===== config.mk =====
export PLATFORM = sky130hd
export DESIGN_NAME = pcdr_top
export DESIGN_NICKNAME = d
export VERILOG_FILES = /design/src/core/pcdr_pkg.sv /design/src/core/pcdr_top.sv /design/src/core/pcdr_port.sv /design/src/core/pcdr_cells.sv
export SDC_FILE = /design/constraint.sdc
export NUM_CORES = 1
export LEC_CHECK = 0
export BUFFER_PORTS_ARGS = -buffer_cell sky130_fd_sc_hd__clkbuf_2
export CAP_MARGIN = 40
export CORE_UTILIZATION = 45
export CTS_BUF_LIST = sky130_fd_sc_hd__clkbuf_8
export DETAILED_ROUTE_END_ITERATION = 8
export PLACE_DENSITY_LB_ADDON = 0.05
export RECOVER_POWER = 100
export SLEW_MARGIN = 20
export SYNTH_ARGS = -nofsm -noshare
export SYNTH_HDL_FRONTEND = slang
export SYNTH_HIERARCHICAL = 1
export SYNTH_SLANG_ARGS = --single-unit

===== constraint.sdc =====
create_clock -name mclk -period 2.1 [get_ports mclk]
set_input_delay 0 -clock mclk [delete_from_list [all_inputs] [get_ports mclk]]
set_output_delay 0 -clock mclk [all_outputs]
set_load 0.02 [all_outputs]

===== src/core/pcdr_pkg.sv =====
// Shared constants for the port configuration and data register block
package pcdr_pkg;
    // Geometry
    localparam int NPORT = 4;
    localparam int NCELLPORT = 3;
    localparam int PW = 8;

    // Register base offsets; the port index is added in the low bits
    localparam logic [7:0] OFF_DATA_IN = 8'h00;
    localparam logic [7:0] OFF_DATA_OUT = 8'h04;
    localparam logic [7:0] OFF_MODE = 8'h08;
    localparam logic [7:0] OFF_DIR = 8'h0c;
    localparam logic [7:0] OFF_DRIVE = 8'h10;
    localparam logic [7:0] OFF_OCELL = 8'h14;
    localparam logic [7:0] OFF_MASK = 8'h18;
    localparam logic [7:0] OFF_ICELL = 8'h1c;
    localparam logic [7:0] OFF_ENOUT = 8'h20;

    // Address fields
    localparam int PORT_LSB = 0;
    localparam int PORT_W = 2;
    localparam int TYPE_LSB = 2;
    localparam int TYPE_W = 6;

    // Reset value of every configuration and data register
    localparam logic [7:0] RST_VAL = 8'h00;

    // Pin capabilities per port
    localparam logic [7:0] PIN_MASK_FULL = 8'hff;
    localparam logic [7:0] PIN_MASK_D = 8'h07;
    localparam logic [7:0] OD_MASK_AB = 8'hf0;
    localparam logic [7:0] SLEW_MASK_AB = 8'h0f;
    localparam logic [7:0] OD_MASK_C = 8'hff;
    localparam logic [7:0] SLEW_MASK_C = 8'h00;
    localparam logic [7:0] OD_MASK_D = 8'h00;
    localparam logic [7:0] SLEW_MASK_D = 8'h07;

    // Port indices
    localparam logic [1:0] PORT_A = 2'h0;
    localparam logic [1:0] PORT_B = 2'h1;
    localparam logic [1:0] PORT_C = 2'h2;
    localparam logic [1:0] PORT_D = 2'h3;

    // Whether a register type exists on a given port
    function automatic logic pcdr_exists(input logic [5:0] typ,
                                         input logic [1:0] port);
        logic ok;
        ok = 1'b0;
        if (typ == OFF_DATA_IN[7:2] || typ == OFF_DATA_OUT[7:2] ||
            typ == OFF_DIR[7:2] || typ == OFF_DRIVE[7:2]) begin
            ok = 1'b1;
        end else if (typ == OFF_MODE[7:2]) begin
            ok = (port == PORT_A) || (port == PORT_B);
        end else if (typ == OFF_OCELL[7:2] || typ == OFF_MASK[7:2] ||
                     typ == OFF_ICELL[7:2] || typ == OFF_ENOUT[7:2]) begin
            ok = (port != PORT_D);
        end
        return ok;
    endfunction
endpackage


===== src/core/pcdr_top.sv =====
// Port configuration and data register set for four I/O ports
// Function
// - Ports A,B mode bit 0 plain I/O, 1 latched address; reset plain
// - Only ports A and B have mode registers; C,D never address output
// - Direction bit 1 output, 0 input; all pins input after reset
// - Ports A,B,C drive when direction bit or logic enable term is one
// - Port D direction register uses only its three low bits
// - Drive bit 1 on open-drain pin selects open drain; reset push-pull
// - Drive bit 1 on slew pin selects fast slew; reset slow
// - A,B: 7..4 open drain, 3..0 slew; C all drain; D 2..0 slew
// - Data-in read returns live pin levels
// - Data-out stores writes, drives enabled pins, reads back stored value
// - Output cell read returns cells; write loads unmasked cells, ports A-C
// - Mask bit 1 blocks bus loading of its cell; read/write, resets 0
// - Input cell location read-only, returns input cell outputs, ports A-C
// - Enable-out location read-only, returns driver enable state, A-C
// - Bit n maps pin n; all configuration registers clear at power-up
// - Registers reached by plain bus reads and writes at fixed offsets
// - Enable-out bit 1 when direction bit or logic enable term is one, even on a released open-drain pin
`timescale 1ns/1ps
module pcdr_top (
    input wire logic mclk,
    input wire logic nrst,
    input wire logic io_sel,
    input wire logic [7:0] bus_addr,
    input wire logic [7:0] bus_wdata,
    input wire logic bus_wr,
    input wire logic bus_rd,
    input wire logic [31:0] pin_in,
    input wire logic [23:0] pld_oe,
    input wire logic [15:0] latched_addr,
    input wire logic [23:0] in_cell,
    input wire logic [23:0] cell_next,
    output logic [7:0] bus_rdata,
    output logic [31:0] pin_out,
    output logic [31:0] pin_oe,
    output logic [31:0] pin_fast,
    output logic [23:0] cell_state
);
    logic [7:0] mode_q [pcdr_pkg::NPORT];
    logic [7:0] dir_q [pcdr_pkg::NPORT];
    logic [7:0] drive_q [pcdr_pkg::NPORT];
    logic [7:0] dout_q [pcdr_pkg::NPORT];
    logic [7:0] en_q [pcdr_pkg::NPORT];
    logic [7:0] mask_q [pcdr_pkg::NCELLPORT];
    logic [5:0] acc_type;
    logic [1:0] acc_port;
    logic acc_ok;
    logic wr_hit;
    logic rd_hit;
    logic [7:0] next_rdata;
    logic [7:0] rd_val;

    // Address split: register type above, port index in the low bits
    assign acc_type = bus_addr[pcdr_pkg::TYPE_LSB +: pcdr_pkg::TYPE_W];
    assign acc_port = bus_addr[pcdr_pkg::PORT_LSB +: pcdr_pkg::PORT_W];
    assign acc_ok = pcdr_pkg::pcdr_exists(acc_type, acc_port);
    assign wr_hit = io_sel && bus_wr && acc_ok;
    assign rd_hit = io_sel && bus_rd;

    // Per-port configuration and pin drivers
    generate
        for (genvar p = 0; p < pcdr_pkg::NPORT; p++) begin : g_port
            localparam logic [1:0] PI = 2'(p);
            localparam bit IS_D = (p == 3);
            localparam bit IS_AB = (p < 2);
            localparam logic [7:0] PMASK = IS_D ? pcdr_pkg::PIN_MASK_D
                                                : pcdr_pkg::PIN_MASK_FULL;
            localparam logic [7:0] ODM = IS_AB ? pcdr_pkg::OD_MASK_AB :
                                   (p == 2) ? pcdr_pkg::OD_MASK_C
                                            : pcdr_pkg::OD_MASK_D;
            localparam logic [7:0] SLM = IS_AB ? pcdr_pkg::SLEW_MASK_AB :
                                   (p == 2) ? pcdr_pkg::SLEW_MASK_C
                                            : pcdr_pkg::SLEW_MASK_D;
            logic sel;
            logic [7:0] oe_in;
            logic [7:0] adr_in;
            assign sel = wr_hit && (acc_port == PI);
            // Port D has no logic enable term and no address output
            if (IS_D) begin : g_nooe
                assign oe_in = 8'h00;
            end else begin : g_oe
                assign oe_in = pld_oe[p*8 +: 8];
            end
            if (IS_AB) begin : g_adr
                assign adr_in = latched_addr[p*8 +: 8];
            end else begin : g_noadr
                assign adr_in = 8'h00;
            end
            pcdr_port #(
                .PIN_MASK(PMASK),
                .OD_MASK(ODM),
                .SLEW_MASK(SLM),
                .HAS_MODE(IS_AB),
                .HAS_OEPT(!IS_D)
            ) u_port (
                .mclk(mclk),
                .nrst(nrst),
                .wr_mode(sel && acc_type == pcdr_pkg::OFF_MODE[7:2]),
                .wr_dir(sel && acc_type == pcdr_pkg::OFF_DIR[7:2]),
                .wr_drive(sel && acc_type == pcdr_pkg::OFF_DRIVE[7:2]),
                .wr_dout(sel && acc_type == pcdr_pkg::OFF_DATA_OUT[7:2]),
                .wdata(bus_wdata),
                .pld_oe(oe_in),
                .addr_val(adr_in),
                .mode(mode_q[p]),
                .dir(dir_q[p]),
                .drive(drive_q[p]),
                .dout(dout_q[p]),
                .pin_out(pin_out[p*8 +: 8]),
                .pin_oe(pin_oe[p*8 +: 8]),
                .pin_fast(pin_fast[p*8 +: 8]),
                .en_state(en_q[p])
            );
        end
    endgenerate

    // Output logic cells exist on ports A to C only
    generate
        for (genvar c = 0; c < pcdr_pkg::NCELLPORT; c++) begin : g_cell
            localparam logic [1:0] CI = 2'(c);
            logic csel;
            assign csel = wr_hit && (acc_port == CI);
            pcdr_cells #(
                .N(pcdr_pkg::PW)
            ) u_cells (
                .mclk(mclk),
                .nrst(nrst),
                .wr_cell(csel && acc_type == pcdr_pkg::OFF_OCELL[7:2]),
                .wr_mask(csel && acc_type == pcdr_pkg::OFF_MASK[7:2]),
                .wdata(bus_wdata),
                .cell_next(cell_next[c*8 +: 8]),
                .state(cell_state[c*8 +: 8]),
                .mask(mask_q[c])
            );
        end
    endgenerate

    // Read mux; absent registers and holes answer zero
    always_comb begin
        rd_val = 8'h00;
        if (acc_ok) begin
            case (acc_type)
                pcdr_pkg::OFF_DATA_IN[7:2]: begin
                    rd_val = pin_in[acc_port*8 +: 8];
                    if (acc_port == pcdr_pkg::PORT_D) begin
                        rd_val = rd_val & pcdr_pkg::PIN_MASK_D;
                    end
                end
                pcdr_pkg::OFF_DATA_OUT[7:2]: rd_val = dout_q[acc_port];
                pcdr_pkg::OFF_MODE[7:2]: rd_val = mode_q[acc_port];
                pcdr_pkg::OFF_DIR[7:2]: rd_val = dir_q[acc_port];
                pcdr_pkg::OFF_DRIVE[7:2]: rd_val = drive_q[acc_port];
                pcdr_pkg::OFF_OCELL[7:2]: begin
                    rd_val = cell_state[acc_port*8 +: 8];
                end
                pcdr_pkg::OFF_MASK[7:2]: rd_val = mask_q[acc_port];
                pcdr_pkg::OFF_ICELL[7:2]: begin
                    rd_val = in_cell[acc_port*8 +: 8];
                end
                pcdr_pkg::OFF_ENOUT[7:2]: rd_val = en_q[acc_port];
                default: rd_val = 8'h00;
            endcase
        end
        // Data holds between reads so a slow host can sample late
        next_rdata = rd_hit ? rd_val : bus_rdata;
    end

    // Read data register
    always_ff @(posedge mclk or negedge nrst) begin
        if (!nrst) begin
            bus_rdata <= pcdr_pkg::RST_VAL;
        end else begin
            bus_rdata <= next_rdata;
        end
    end

    // Checks on the register set and the pin drivers
    chk_cd_nomode: assert property (@(posedge mclk) disable iff (!nrst)
        (mode_q[2] == 8'h00) && (mode_q[3] == 8'h00))
        else $error("mode register set on port without address output");

    chk_dir_write: assert property (@(posedge mclk) disable iff (!nrst)
        (io_sel && bus_wr && bus_addr == pcdr_pkg::OFF_DIR)
        |=> (dir_q[0] == $past(bus_wdata)))
        else $error("direction write not stored");

    chk_oe_merge: assert property (@(posedge mclk) disable iff (!nrst)
        ##1 (pin_oe[3] == $past(dir_q[0][3] | pld_oe[3])))
        else $error("port A driver enable not direction or term");

    chk_portd_dir: assert property (@(posedge mclk) disable iff (!nrst)
        (dir_q[3][7:3] == 5'h00) && (pin_oe[31:27] == 5'h00))
        else $error("port D upper direction bits active");

    chk_od_release: assert property (@(posedge mclk) disable iff (!nrst)
        (drive_q[2][0] && dout_q[2][0]) ##1 drive_q[2][0]
        |-> (pin_oe[16] == 1'b0) && (pin_out[16] == 1'b0))
        else $error("open drain pin driven while value high");

    chk_slew_map: assert property (@(posedge mclk) disable iff (!nrst)
        (pin_fast[7:4] == 4'h0) && (pin_fast[23:16] == 8'h00)
        && (pin_fast[31:27] == 5'h00))
        else $error("slew selected on pin without slew control");

    chk_slew_fast: assert property (@(posedge mclk) disable iff (!nrst)
        $rose(drive_q[1][2]) |=> pin_fast[10])
        else $error("fast slew not applied after drive write");

    chk_datain_rd: assert property (@(posedge mclk) disable iff (!nrst)
        (io_sel && bus_rd && bus_addr == (pcdr_pkg::OFF_DATA_IN + 8'h01))
        |=> (bus_rdata == $past(pin_in[15:8])))
        else $error("data-in read not live pin level");

    chk_dout_back: assert property (@(posedge mclk) disable iff (!nrst)
        (io_sel && bus_wr && bus_addr == pcdr_pkg::OFF_DATA_OUT)
        ##1 (io_sel && bus_rd && !bus_wr
             && bus_addr == pcdr_pkg::OFF_DATA_OUT)
        |=> (bus_rdata == $past(bus_wdata, 2)))
        else $error("data-out readback differs from write");

    chk_mask_block: assert property (@(posedge mclk) disable iff (!nrst)
        (io_sel && bus_wr && bus_addr == pcdr_pkg::OFF_OCELL && mask_q[0][0])
        |=> (cell_state[0] == $past(cell_next[0])))
        else $error("masked output cell loaded from bus");

    chk_unmapped: assert property (@(posedge mclk) disable iff (!nrst)
        (io_sel && bus_rd && bus_addr == (pcdr_pkg::OFF_MODE + 8'h03))
        |=> (bus_rdata == 8'h00))
        else $error("absent register read nonzero");

    chk_enout_rd: assert property (@(posedge mclk) disable iff (!nrst)
        (io_sel && bus_rd && bus_addr == (pcdr_pkg::OFF_ENOUT + 8'h02))
        |=> (bus_rdata == $past(en_q[2])))
        else $error("enable-out read wrong");
endmodule


===== src/core/pcdr_port.sv =====
// One port: mode, direction, drive and data-out registers plus pin drivers
`timescale 1ns/1ps
module pcdr_port #(
    parameter logic [7:0] PIN_MASK = 8'hff,
    parameter logic [7:0] OD_MASK = 8'h00,
    parameter logic [7:0] SLEW_MASK = 8'h00,
    parameter bit HAS_MODE = 1'b1,
    parameter bit HAS_OEPT = 1'b1
) (
    input wire logic mclk,
    input wire logic nrst,
    input wire logic wr_mode,
    input wire logic wr_dir,
    input wire logic wr_drive,
    input wire logic wr_dout,
    input wire logic [7:0] wdata,
    input wire logic [7:0] pld_oe,
    input wire logic [7:0] addr_val,
    output logic [7:0] mode,
    output logic [7:0] dir,
    output logic [7:0] drive,
    output logic [7:0] dout,
    output logic [7:0] pin_out,
    output logic [7:0] pin_oe,
    output logic [7:0] pin_fast,
    output logic [7:0] en_state
);
    logic [7:0] next_mode;
    logic [7:0] next_dir;
    logic [7:0] next_drive;
    logic [7:0] next_dout;
    logic [7:0] next_pin_out;
    logic [7:0] next_pin_oe;
    logic [7:0] next_pin_fast;
    logic [7:0] next_en;
    logic [7:0] drv_en;
    logic [7:0] val;
    logic [7:0] od;

    // Register writes and pin drive; unimplemented bits never store
    always_comb begin
        next_mode = mode;
        next_dir = dir;
        next_drive = drive;
        next_dout = dout;
        if (wr_mode && HAS_MODE) begin
            next_mode = wdata & PIN_MASK;
        end
        if (wr_dir) begin
            next_dir = wdata & PIN_MASK;
        end
        if (wr_drive) begin
            next_drive = wdata & PIN_MASK & (OD_MASK | SLEW_MASK);
        end
        if (wr_dout) begin
            next_dout = wdata & PIN_MASK;
        end
        // Driver on when direction bit or logic-array enable is set
        drv_en = (dir | (HAS_OEPT ? pld_oe : 8'h00)) & PIN_MASK;
        // Address output replaces data-out where mode bit is set
        val = (HAS_MODE ? (mode & addr_val) : 8'h00) |
              (~(HAS_MODE ? mode : 8'h00) & dout);
        od = drive & OD_MASK;
        // Open drain pulls low only, a one releases the pin
        next_pin_oe = drv_en & ~(od & val);
        next_pin_out = val & ~od & PIN_MASK;
        next_pin_fast = drive & SLEW_MASK;
        next_en = drv_en;
    end

    // All state clears at power-up
    always_ff @(posedge mclk or negedge nrst) begin
        if (!nrst) begin
            mode <= pcdr_pkg::RST_VAL;
            dir <= pcdr_pkg::RST_VAL;
            drive <= pcdr_pkg::RST_VAL;
            dout <= pcdr_pkg::RST_VAL;
            pin_out <= pcdr_pkg::RST_VAL;
            pin_oe <= pcdr_pkg::RST_VAL;
            pin_fast <= pcdr_pkg::RST_VAL;
            en_state <= pcdr_pkg::RST_VAL;
        end else begin
            mode <= next_mode;
            dir <= next_dir;
            drive <= next_drive;
            dout <= next_dout;
            pin_out <= next_pin_out;
            pin_oe <= next_pin_oe;
            pin_fast <= next_pin_fast;
            en_state <= next_en;
        end
    end
endmodule


===== src/core/pcdr_cells.sv =====
// Output logic cell flip-flops of one port with their load mask
`timescale 1ns/1ps
module pcdr_cells #(
    parameter int N = 8
) (
    input wire logic mclk,
    input wire logic nrst,
    input wire logic wr_cell,
    input wire logic wr_mask,
    input wire logic [N-1:0] wdata,
    input wire logic [N-1:0] cell_next,
    output logic [N-1:0] state,
    output logic [N-1:0] mask
);
    logic [N-1:0] next_state;
    logic [N-1:0] next_mask;

    // Masked cells keep following the array during a bus load
    always_comb begin
        next_mask = wr_mask ? wdata : mask;
        next_state = cell_next;
        if (wr_cell) begin
            next_state = (wdata & ~mask) | (cell_next & mask);
        end
    end

    // Cells and mask clear at power-up
    always_ff @(posedge mclk or negedge nrst) begin
        if (!nrst) begin
            state <= N'(pcdr_pkg::RST_VAL);
            mask <= N'(pcdr_pkg::RST_VAL);
        end else begin
            state <= next_state;
            mask <= next_mask;
        end
    end
endmodule


==> out/results.txt <==
most frequent cells in the layout: dfrtp_1 (234), clkbuf_2 (144), clkbuf_1 (116)
routed wire length: 32910 um
1st-iter DRT viols: 445
# diodes: 0
final core utilization: 0.5660
CP max-delay cell: or4b_1
Post-Syn Area: 11710 sq um
Post-DP HPWL: 23830 um
Crit. End Element: flop
Layout Cells excl Fill: 1600
clock skew: 0.01531 ns
Crit Path Max Fanout: 8
buffering stage count on the worst path with inverters included: 2
htree depth: 2
status: finished, final reports clean
Slew HR: 0.09819
number of remaining DRC errors: 0
Max Fclk: 517.1 MHz
TritonCTS Buffers: 42
Synth Area per Inst: 13.21 sq um
Power Total: 0.009668 W
Pwr per Cell Area: 674.5 nW/um^2
Detail Route Antenna Nets: 0
chip width: 163.3 um
r2r startpoint: g_port[3].u_port/pin_oe[0]
Register Area: 5856 sq um
fin worst setup slack: 0.1660 ns
Area Growth Syn to Fin: 22.45%
worst slew pin tran: 1.353 ns
CP Cell Sequence: clkbuf_1 -> or4b_1 -> o21ai_0 -> a221o_1 -> and3_1 -> nand3b_1 -> nor2_1 -> clkbuf_2 -> mux2_1
total track usage: 0.2520
routing usage on met3: 0.03733
count of pins over their slew limit: 0
RSZ-0062 raised after global routing: no
Via density: 5.158
CP startpoint: bus_addr[2]
min-delay worst type: primary input to async pin
root buffer cell: clkbuf_8
minimum clock period: 1.934 ns
max_cap viols: 0
Die ar.: 26660 sq um
Port Buf Inserts: 232
post-synthesis instance total: 886
initial core utilization: 0.4622
Fillers: 2279
multi-input logic area: 4956 sq um
endpoints failing hold: 0
layout cell share with drive strength beyond 1: 0.3268
Skew-Pair Late Insertion Delay: 0.53 ns
commonest non-fill, non-tap cell in the layout: dfrtp_1
CTS tree: done
post-placement cell count: 1452
Pre-antenna DRT Iters: 6
synth warn: 6
Worst Path Required: 2.50 ns
Final GP Congestion: 0.8339
final period utilization: 0.9209
initial antenna violation count: 0
vias in the first global route: 8288
setup TNS: 0 ns
Reg clk slew, reported paths: 0.06 ns
nets: 1384
total grt overflow: 0
Final Setup Violations: 0
row cnt: 58
largest net degree at the start of global routing: 70
core area: 25330 sq um
Peak VDD IR: 0.5047 mV
CP delay by family, top: simple AND/OR/NAND/NOR gates
Vias: 8252
dpl ws: -0.1558 ns
first-pass GRT wire length: 49420 um
GR Util met1: 0.3532
Die Y: 163.3 um
Critical Path Max Stage Delay: 0.51 ns
IO Count: 269
DR WL/cell: 20.57 um
CP startpoint kind: primary input
met2 Use GR: 0.4097
critical path class: primary input to flop
Critical Path AT: 2.34 ns
total clock sinks: 234
Lkg Pwr: 6.857 nW
GRT busiest layer: met2
Bufs on Longest Clock Path: 3
-- cell type report --
type                       count  area share
tap                          330     0.02881
inverter                       6    0.001571
sequential                   234      0.4085
timing repair buffer         375      0.1599
clock buffer                  52     0.04993
clock inverter                19    0.005499
multi-input combinational    584      0.3458
-- sequential cells by signal (all words and copies together) (netlist names) --
register / cells
g_port.u_port/pin_fast: 11
g_port.u_port/pin_out: 27
g_cell.u_cells/mask: 24
g_port.u_port/mode: 16
g_port.u_port/pin_oe: 27
g_cell.u_cells/state: 24
bus_rdata: 8
g_port.u_port/en_state: 16
g_port.u_port/drive: 27
g_port.u_port/dir: 27
g_port.u_port/dout: 27
-- power by group --
| group | switching [W] | internal (W) | leakage [nW] |
|---|---|---|---|
| clock network | 0.00182 | 0.00221 | 0.471 |
| registers | 0.0000409 | 0.00459 | 3.09 |
| logic | 0.000570 | 0.000430 | 3.30 |
-- final timing paths --
check                                                    end  slack, ns  depth (start not counted)
min in group mclk                    g_port[2].u_port/dir[3]       0.02                          2
worst max register to register                  bus_rdata[0]       0.19                          6
worst min register to register  g_port[0].u_port/pin_fast[3]       0.40                          0
worst max-delay path               g_port[2].u_port/drive[4]       0.17                          9
max in group asynchronous          g_cell[1].u_cells/mask[1]       0.43                          3
worst min-delay path            g_port[1].u_port/pin_fast[3]       0.02                          2
-- what timing repair did --
action | 4_1_cts | 5_1_grt
setup buffers | 0 | 0
hold buffers | 77 | 0
endpoints found under the hold margin | 327 | 0
resized for setup | 0 | 0
-- routing by layer --
metal / share of wire / routed length (um)
met1: 0.44 / 14610
met5: 0 / 0
met4: 0.019 / 632
met3: 0.053 / 1728
met2: 0.48 / 15950
-- per-stage QoR --
stage	area (sq um)	hold WS, ns
2_1_floorplan	11940	-0.2956
3_3_place_gp	13290	-0.004733
3_5_place_dp	13290	-0.005473
4_1_cts	14850	0.009004
5_1_grt	14330	0.02318
6_report	14330	0.01586
No activity file was read; power rests on OpenSTA's default activity.
